`src/hw/tdp_defines.vh`:
```
// register map, field codes and timing constants of the delayed pulse timer
`ifndef TDP_DEFINES_VH
`define TDP_DEFINES_VH

// ======================================================================
// register byte offsets
`define TDP_OFS_CTRL       4'h0
`define TDP_OFS_DELAY      4'h4
`define TDP_OFS_LENGTH     4'h8
`define TDP_OFS_COUNT      4'hC
`define TDP_OFS_RUN        5'h10
`define TDP_OFS_CMD        5'h14

// ======================================================================
// control register fields
`define TDP_CTRL_SRC_LSB   0
`define TDP_CTRL_SRC_W     3
`define TDP_CTRL_COND_LSB  4
`define TDP_CTRL_COND_W    2
`define TDP_CTRL_LINE_BIT  8

// trigger_source_select codes
`define TDP_SRC_OFF        3'h0
`define TDP_SRC_EXPOSURE   3'h1
`define TDP_SRC_READOUT    3'h2
`define TDP_SRC_LINE       3'h3
`define TDP_SRC_STROBE     3'h4

// trigger_condition codes
`define TDP_COND_EDGE_UP   2'h0
`define TDP_COND_EDGE_DOWN 2'h1
`define TDP_COND_GATE_HIGH 2'h2
`define TDP_COND_GATE_LOW  2'h3

// run_state codes
`define TDP_RUN_IDLE       2'h0
`define TDP_RUN_WAITING    2'h1
`define TDP_RUN_RUNNING    2'h2

// ======================================================================
// reset values and timing
`define TDP_RST_DELAY      32'h0000_0000
`define TDP_RST_LENGTH     32'h0000_0001
`define TDP_MAX_US         32'h0393_8700
`define TDP_CLK_MHZ        25
`define TDP_US_NS          1000
`define TDP_CLK_NS         40

`endif

```
`src/hw/tdp_us_tick.v`:
```
// one-microsecond enable pulse derived from the system clock
`timescale 1ns/100ps
`include "tdp_defines.vh"
module tdp_us_tick
#(
  parameter DIV = (`TDP_US_NS / `TDP_CLK_NS)
)
(
  input  wire aclk,
  input  wire aresetn,
  input  wire clear,
  output reg  tick_ff
);
  reg  [7:0] cnt_ff;

  // clear realigns the microsecond grid so a restart times from zero
  always @(posedge aclk)
  begin
    if (!aresetn || clear)
    begin
      cnt_ff  <= 8'h00;
      tick_ff <= 1'b0;
    end
    else if (cnt_ff == DIV[7:0] - 8'h01)
    begin
      cnt_ff  <= 8'h00;
      tick_ff <= 1'b1;
    end
    else
    begin
      cnt_ff  <= cnt_ff + 8'h01;
      tick_ff <= 1'b0;
    end
  end
endmodule

```
`src/hw/tdp_timer.v`:
```
// triggered delayed pulse timer with AXI4-Lite register access
//
// Design decisions made here: the address map and the AXI4-Lite register port.
`timescale 1ns/100ps
`include "tdp_defines.vh"

// Summary of operation
// - timer output drives the line output when line_output_select picks the timer source.
// - edge activation holds the pulse high for pulse_length microseconds, 1 to 60,000,000.
// - start_delay of 0 to 60,000,000 microseconds passes before the active phase.
// - restart_command clears progress and starts timer operation afresh.
// - present_count is readable by software at any time.
// - run_state reports idle, waiting or running.
// - trigger source is off, exposure, readout, external line or strobe.
// - edge_up treats each low-to-high transition as a trigger.
// - edge_down treats each high-to-low transition as a trigger.
// - gate_when_high keeps output valid while the source stays high.
// - gate_when_low keeps output valid while the source stays low.
// - the source arriving starts the timer and the start delay counts first.
// - after the delay in high gating, output stays high while source is high.
// - exposure window is high from exposure start to exposure end.
// - strobe rises at bottom row exposure start, falls at top row exposure end.
module tdp_timer
(
  input  wire        aclk,
  input  wire        aresetn,
  input  wire        exposure_window,
  input  wire        readout_window,
  input  wire        strobe_window,
  input  wire        external_input_line,
  output reg         timer_output_ff,
  output reg         line_output_ff,
  input  wire [4:0]  s_axi_awaddr,
  input  wire        s_axi_awvalid,
  output reg         s_axi_awready,
  input  wire [31:0] s_axi_wdata,
  input  wire [3:0]  s_axi_wstrb,
  input  wire        s_axi_wvalid,
  output reg         s_axi_wready,
  output reg  [1:0]  s_axi_bresp,
  output reg         s_axi_bvalid,
  input  wire        s_axi_bready,
  input  wire [4:0]  s_axi_araddr,
  input  wire        s_axi_arvalid,
  output reg         s_axi_arready,
  output reg  [31:0] s_axi_rdata,
  output reg  [1:0]  s_axi_rresp,
  output reg         s_axi_rvalid,
  input  wire        s_axi_rready
);
  localparam ST_IDLE = 3'b001;
  localparam ST_WAIT = 3'b010;
  localparam ST_RUN  = 3'b100;
  localparam [1:0] RESP_OK  = 2'b00;
  localparam [1:0] RESP_ERR = 2'b10;

  // ====================================================================
  // register storage
  reg  [2:0]  src_sel_ff;
  reg  [1:0]  cond_ff;
  reg         line_sel_ff;
  reg  [31:0] start_delay_ff;
  reg  [31:0] pulse_length_ff;
  reg         restart_ff;
  reg  [4:0]  aw_addr_ff;
  reg         aw_have_ff;
  reg  [31:0] w_data_ff;
  reg  [3:0]  w_strb_ff;
  reg         w_have_ff;

  // ====================================================================
  // source selection and detection
  reg         line_meta_ff;
  reg         line_sync_ff;
  reg         src_ff;
  reg         src_prev_ff;
  reg         src_now;
  wire        us_tick;

  // two flops before anything looks at the pin
  always @(posedge aclk)
  begin
    if (!aresetn)
    begin
      line_meta_ff <= 1'b0;
      line_sync_ff <= 1'b0;
    end
    else
    begin
      line_meta_ff <= external_input_line;
      line_sync_ff <= line_meta_ff;
    end
  end

  // exposure, readout and strobe windows come from logic on this clock
  always @*
  begin
    case (src_sel_ff)
      `TDP_SRC_EXPOSURE: src_now = exposure_window;
      `TDP_SRC_READOUT:  src_now = readout_window;
      `TDP_SRC_LINE:     src_now = line_sync_ff;
      `TDP_SRC_STROBE:   src_now = strobe_window;
      default:           src_now = 1'b0;
    endcase
  end

  always @(posedge aclk)
  begin
    if (!aresetn)
    begin
      src_ff      <= 1'b0;
      src_prev_ff <= 1'b0;
    end
    else
    begin
      src_ff      <= src_now;
      src_prev_ff <= src_ff;
    end
  end

  wire rise_evt  = src_ff & ~src_prev_ff;
  wire fall_evt  = ~src_ff & src_prev_ff;
  wire gate_lvl  = (cond_ff == `TDP_COND_GATE_LOW) ? ~src_ff : src_ff;
  wire is_gate   = cond_ff[1];
  wire edge_evt  = (cond_ff == `TDP_COND_EDGE_DOWN) ? fall_evt : rise_evt;
  wire src_off   = (src_sel_ff == `TDP_SRC_OFF);

  // ====================================================================
  // microsecond timebase
  tdp_us_tick u_tick
  (
    .aclk    (aclk),
    .aresetn (aresetn),
    .clear   (restart_ff),
    .tick_ff (us_tick)
  );

  // ====================================================================
  // timer state machine
  reg  [2:0]  state_ff;
  reg  [2:0]  nxt_state;
  reg  [31:0] count_ff;
  reg  [31:0] nxt_count;
  reg         in_delay_ff;
  reg         nxt_in_delay;
  reg         nxt_out;

  // delay phase counts up to start_delay, then active phase up to pulse_length under edge conditions
  always @*
  begin
    nxt_state    = state_ff;
    nxt_count    = count_ff;
    nxt_in_delay = in_delay_ff;
    nxt_out      = timer_output_ff;
    if (restart_ff || src_off)
    begin
      nxt_state    = src_off ? ST_IDLE : ST_WAIT;
      nxt_count    = 32'h0000_0000;
      nxt_in_delay = 1'b1;
      nxt_out      = 1'b0;
    end
    else
    begin
      case (state_ff)
        ST_IDLE:
        begin
          nxt_state = ST_WAIT;
        end
        ST_WAIT:
        begin
          if (is_gate ? gate_lvl : edge_evt)
          begin
            nxt_state    = ST_RUN;
            nxt_count    = 32'h0000_0000;
            nxt_in_delay = 1'b1;
          end
        end
        ST_RUN:
        begin
          if (in_delay_ff)
          begin
            if (is_gate && !gate_lvl)
            begin
              nxt_state = ST_WAIT;
            end
            else if (count_ff >= start_delay_ff)
            begin
              nxt_in_delay = 1'b0;
              nxt_count    = 32'h0000_0000;
              nxt_out      = 1'b1;
            end
            else if (us_tick)
            begin
              nxt_count = count_ff + 32'h0000_0001;
            end
          end
          else if (is_gate)
          begin
            if (!gate_lvl)
            begin
              nxt_out   = 1'b0;
              nxt_state = ST_WAIT;
            end
            else if (us_tick)
            begin
              nxt_count = count_ff + 32'h0000_0001;
            end
          end
          else if (us_tick)
          begin
            if (count_ff + 32'h0000_0001 >= pulse_length_ff)
            begin
              nxt_out   = 1'b0;
              nxt_state = ST_WAIT;
            end
            nxt_count = count_ff + 32'h0000_0001;
          end
        end
        default:
        begin
          nxt_state = ST_IDLE;
        end
      endcase
    end
  end

  always @(posedge aclk)
  begin
    if (!aresetn)
    begin
      state_ff        <= ST_IDLE;
      count_ff        <= 32'h0000_0000;
      in_delay_ff     <= 1'b1;
      timer_output_ff <= 1'b0;
      line_output_ff  <= 1'b0;
    end
    else
    begin
      state_ff        <= nxt_state;
      count_ff        <= nxt_count;
      in_delay_ff     <= nxt_in_delay;
      timer_output_ff <= nxt_out;
      line_output_ff  <= line_sel_ff & nxt_out;
    end
  end

  reg  [1:0] run_code;
  always @*
  begin
    case (state_ff)
      ST_WAIT: run_code = `TDP_RUN_WAITING;
      ST_RUN:  run_code = `TDP_RUN_RUNNING;
      default: run_code = `TDP_RUN_IDLE;
    endcase
  end

  // ====================================================================
  // AXI4-Lite write path
  wire [31:0] wmask = {{8{w_strb_ff[3]}}, {8{w_strb_ff[2]}}, {8{w_strb_ff[1]}}, {8{w_strb_ff[0]}}};
  wire        do_write = aw_have_ff & w_have_ff & ~s_axi_bvalid;

  // values above the documented range are clamped so the timer stays legal
  function [31:0] clamp;
    input [31:0] v;
    input [31:0] lo;
    begin
      if (v > `TDP_MAX_US)
        clamp = `TDP_MAX_US;
      else if (v < lo)
        clamp = lo;
      else
        clamp = v;
    end
  endfunction

  always @(posedge aclk)
  begin
    if (!aresetn)
    begin
      aw_have_ff      <= 1'b0;
      w_have_ff       <= 1'b0;
      aw_addr_ff      <= 5'h00;
      w_data_ff       <= 32'h0000_0000;
      w_strb_ff       <= 4'h0;
      s_axi_awready   <= 1'b1;
      s_axi_wready    <= 1'b1;
      s_axi_bvalid    <= 1'b0;
      s_axi_bresp     <= RESP_OK;
      src_sel_ff      <= `TDP_SRC_OFF;
      cond_ff         <= `TDP_COND_EDGE_UP;
      line_sel_ff     <= 1'b0;
      start_delay_ff  <= `TDP_RST_DELAY;
      pulse_length_ff <= `TDP_RST_LENGTH;
      restart_ff      <= 1'b0;
    end
    else
    begin
      restart_ff <= 1'b0;
      if (s_axi_awvalid && s_axi_awready)
      begin
        aw_addr_ff    <= s_axi_awaddr;
        aw_have_ff    <= 1'b1;
        s_axi_awready <= 1'b0;
      end
      if (s_axi_wvalid && s_axi_wready)
      begin
        w_data_ff    <= s_axi_wdata;
        w_strb_ff    <= s_axi_wstrb;
        w_have_ff    <= 1'b1;
        s_axi_wready <= 1'b0;
      end
      if (do_write)
      begin
        s_axi_bvalid <= 1'b1;
        s_axi_bresp  <= RESP_OK;
        case (aw_addr_ff[4:2])
          3'h0:
          begin
            if (w_strb_ff[0])
            begin
              src_sel_ff <= w_data_ff[`TDP_CTRL_SRC_LSB +: `TDP_CTRL_SRC_W];
              cond_ff    <= w_data_ff[`TDP_CTRL_COND_LSB +: `TDP_CTRL_COND_W];
            end
            if (w_strb_ff[1])
              line_sel_ff <= w_data_ff[`TDP_CTRL_LINE_BIT];
          end
          3'h1: start_delay_ff  <= clamp((start_delay_ff & ~wmask) | (w_data_ff & wmask), 32'h0000_0000);
          3'h2: pulse_length_ff <= clamp((pulse_length_ff & ~wmask) | (w_data_ff & wmask), 32'h0000_0001);
          3'h3: ;
          3'h4: ;
          3'h5: restart_ff <= w_strb_ff[0] & w_data_ff[0];
          default: s_axi_bresp <= RESP_ERR;
        endcase
      end
      if (s_axi_bvalid && s_axi_bready)
      begin
        s_axi_bvalid  <= 1'b0;
        aw_have_ff    <= 1'b0;
        w_have_ff     <= 1'b0;
        s_axi_awready <= 1'b1;
        s_axi_wready  <= 1'b1;
      end
    end
  end

  // ====================================================================
  // AXI4-Lite read path
  always @(posedge aclk)
  begin
    if (!aresetn)
    begin
      s_axi_arready <= 1'b1;
      s_axi_rvalid  <= 1'b0;
      s_axi_rdata   <= 32'h0000_0000;
      s_axi_rresp   <= RESP_OK;
    end
    else if (s_axi_arvalid && s_axi_arready)
    begin
      s_axi_arready <= 1'b0;
      s_axi_rvalid  <= 1'b1;
      s_axi_rresp   <= RESP_OK;
      case (s_axi_araddr[4:2])
        3'h0: s_axi_rdata <= {23'h000000, line_sel_ff, 2'h0, cond_ff, 1'b0, src_sel_ff};
        3'h1: s_axi_rdata <= start_delay_ff;
        3'h2: s_axi_rdata <= pulse_length_ff;
        3'h3: s_axi_rdata <= count_ff;
        3'h4: s_axi_rdata <= {29'h00000000, in_delay_ff & (state_ff == ST_RUN), run_code};
        3'h5: s_axi_rdata <= 32'h0000_0000;
        default:
        begin
          s_axi_rdata <= 32'h0000_0000;
          s_axi_rresp <= RESP_ERR;
        end
      endcase
    end
    else if (s_axi_rvalid && s_axi_rready)
    begin
      s_axi_rvalid  <= 1'b0;
      s_axi_arready <= 1'b1;
    end
  end
endmodule

```
`config.mk`:
```
export PLATFORM = sky130hd
export DESIGN_NAME = tdp_timer
export DESIGN_NICKNAME = d
export VERILOG_FILES = /design/src/hw/tdp_us_tick.v /design/src/hw/tdp_timer.v
export VERILOG_INCLUDE_DIRS = /design/src /design/src/hw
export SDC_FILE = /design/constraint.sdc
export NUM_CORES = 1
export LEC_CHECK = 0
export BUFFER_PORTS_ARGS = -buffer_cell sky130_fd_sc_hd__buf_2
export CORE_ASPECT_RATIO = 1.25
export CORE_MARGIN = 5
export CORE_UTILIZATION = 54
export CTS_CLUSTER_DIAMETER = 30
export DETAILED_ROUTE_END_ITERATION = 8
export PLACE_DENSITY_LB_ADDON = 0.15
export SETUP_SLACK_MARGIN = 0.05
export SKIP_CTS_REPAIR_TIMING = 1
export SYNTH_ARGS = -nofsm -noshare
export SYNTH_HDL_FRONTEND = slang
export SYNTH_SLANG_ARGS = --single-unit
```
`constraint.sdc`:
```
create_clock -name aclk -period 3.7 [get_ports aclk]
set_clock_uncertainty 0.2 [all_clocks]
set_input_delay 0.37 -clock aclk [delete_from_list [all_inputs] [get_ports aclk]]
set_output_delay 0.37 -clock aclk [all_outputs]
set_load 0.03 [all_outputs]
```
==> metrics.yaml <==
cts_sinks: 202
synth.distinct_cells: 70
std_cell_rows: 57
die_h_um: 167.4
grt_max_degree: 89
multi_input_area_mm2: 0.006240
rrSetupSlack_ns: 0.05
synth_cells: 1286
reg2reg_to: "timer_output_ff$_SDFF_PN0_"
max-cap-violations: 0
hold_violations: 0
peakVddDrop_uv: 495.3
clk_latency_ns: 0.50
clkPwrFrac: 0.593
yosys.area.top_type_share: 0.3777
synthFlopType: "dfxtp_1"
combinationalPowerShare: 0.051
synth.most_common_cell: "nand2_1"
critPathCaptureType: "register"
power_leakage_nw: 5.686
vias: 10160
drive_gt1_frac: 0.1810
tightest_slew_ns: 0.7822
tns_ns: 0
crit_start: "count_ff[11]$_SDFFE_PP0P_"
gr-total-overflow: 0
cts-root-buf: "clkbuf_16"
r2r_start: "count_ff[11]$_SDFFE_PP0P_"
diodes: 0
io_pins: 100
clk_pin_slew_ns: 0.05
internal_power_w: 0.004947
antenna_found_initial: 0
wirelength_mm: 30.90
synth_edf_count: 0
grt.total_usage: 0.2595
total_power_w: 0.006352
p_per_area_mw_per_mm2: 462.8
critPathArrivalTime_ns: 3.82
vias_per_cell: 5.783
critPathCapture: "timer_output_ff$_SDFF_PN0_"
synth-seq-cells: 202
critPathKind: "reg -> reg"
synth.cell_area_mm2: 0.01071
first_pass_iters: 5
hpwl_mm: 21.83
portBuffers: 93
seqCellArea_mm2: 0.004048
worstHoldStart: "aresetn"
die_area_mm2: 0.02276
maxSlewHeadroom: 0.4786
worstPathRequired_ns: 3.87
rsz0062_at_grt: "yes"
fmax_mhz: 274.3
async_flop_share: 0
cp-start-kind: "register"
core_mm2: 0.01947
place.gp.congestion: 0.8909
power.switching_w: 0.001405
crit_fanout: 3
swShare: 0.2212
synth_area_leader_cell: "dfxtp_1"
yosysSeqAreaShare: 0.3777
p_seq_frac: 0.356
start_util: 0.5499
rr_worst_depth: 15
hp-class: "in -> reg"
syn2layout_area_growth_pct: 28.20
avgSynthCellArea_um2: 8.325
cts.htree.levels: 2
ant_nets: 0
synthTopCellsByArea: "dfxtp_1 (38%), ha_1 (7.8%), nand2_1 (7.1%)"
period_minus_slack_ns: 3.646
ys_warn_count: 0
post-route-period-util: 0.9854
drc: 0
synth_common_cells: "nand2_1 (203), dfxtp_1 (202), inv_1 (78)"
avgRoutedWirePerCell_um: 17.59
setup_violations: 0
grt_pass1_vias: 9543
status: "complete, no violations"
slew_violations: 0
fillers: 1529
clk_path_buf_depth: 3
die_x_um: 135.9
cts_tree: "yes"
drt_iter0_markers: 645
final_nets: 1587
grt_pass1_wl_mm: 48.39
numCtsBuffers: 39
-- metrics by stage --
step                      instances  hold WS, ns  instance area, um^2  setup WS (ns)    util
after global placement         1640       0.2139                11740        0.01431  0.6031
after global routing           1757      0.02217                13730        -0.1311  0.7050
after CTS                      1710      -0.1383                13150        -0.1081  0.6755
after detailed placement       1640       0.2226                11740       -0.08318  0.6031
after floorplan                1287       0.2119                10720         0.1282       -
final                          1757      0.01351                13730        0.05415  0.7050
-- worst max-delay path, cell delays in order (launching register included) --
cell and delay (ns):
dfxtp_1 0.34, nand4_1 0.27, nor4_4 0.36, nand2_1 0.13
buf_4 0.16, inv_1 0.09, nand3_1 0.13, xnor2_1 0.18
ha_1 0.29, nand4_1 0.10, nor2_2 0.16, nand3_1 0.10
a311o_1 0.34, a311o_1 0.35, nor3_4 0.23, nor3_1 0.08
-- layout make-up --
| type | count | share of cell area |
|---|---|---|
| multi-input combinational | 942 | 0.4546 |
| sequential | 202 | 0.2949 |
| timing repair buffer | 200 | 0.1023 |
| clock buffer | 49 | 0.08058 |
| tap | 265 | 0.02416 |
| clock inverter | 21 | 0.02215 |
| inverter | 78 | 0.02133 |
-- power groups by stage --
| stage | Clock [W] | Sequential, W | Combinational [W] |
|---|---|---|---|
| 2_1_floorplan | 0 | 0.00230 | 0.000184 |
| 3_3_place_gp | 0 | 0.00230 | 0.000281 |
| 3_5_place_dp | 0 | 0.00230 | 0.000284 |
| 4_1_cts | 0.00380 | 0.00226 | 0.000286 |
| 5_1_grt | 0.00391 | 0.00227 | 0.000356 |
| 6_report | 0.00376 | 0.00226 | 0.000325 |
-- logic make-up after synthesis --
group | Yosys count | synth area share
compound gates | 344 | 0.2312
xor+xnor | 30 | 0.02454
fa+ha+maj | 67 | 0.07830
buf+inv | 143 | 0.05200
flops | 202 | 0.3777
mux | 16 | 0.01998
other cells | 1 | 0.0003503
simple gates | 483 | 0.2160
-- sequential cells by signal, indices dropped and copies added (netlist names), 2 cells and up --
signal,cells
w_strb_ff,4
s_axi_rdata,32
state_ff,3
aw_addr_ff,3
start_delay_ff,32
w_data_ff,32
src_sel_ff,3
count_ff,32
pulse_length_ff,32
cond_ff,2
u_tick.cnt_ff,8
-- worst min-delay path by stage --
| stage | endpoint | slack [ns] | depth (start not counted) |
|---|---|---|---|
| floorplan | line_sync_ff$_SDFF_PN0_ | 0.21 | 1 |
| global placement | line_sync_ff$_SDFF_PN0_ | 0.21 | 1 |
| detailed placement | line_sync_ff$_SDFF_PN0_ | 0.22 | 1 |
| CTS | s_axi_wready$_SDFFE_PP1P_ | -0.14 | 2 |
| global route | s_axi_arready$_SDFFE_PN1P_ | 0.02 | 2 |
| finish | s_axi_arready$_SDFFE_PN1P_ | 0.01 | 2 |
-- per-layer routing --
layer | share of wire | global-route usage | wire length, um | up-vias
li1 | - | - | - | 4967
met3 | 0.064 | 0.04562 | 1967 | 71
met4 | 0.035 | 0.1013 | 1078 | 0
met5 | 0 | 0 | 0 | -
met1 | 0.43 | 0.3467 | 13400 | 4767
met2 | 0.47 | 0.4172 | 14460 | 356
-- cell usage in the layout (no fill, tap or decap), types with 33 or more instances in the layout --
cell type	instances
dfxtp_1	199
a21oi_1	37
a21boi_0	52
ha_1	65
buf_4	63
buf_2	92
o21ai_0	62
clkbuf_16	41
dlygate4sd3_1	43
a22oi_1	33
inv_1	78
nand3_1	45
nor2b_1	42
nand2_1	201
a22o_1	55
nor2_1	57
Power figures use the tool's default switching activity.
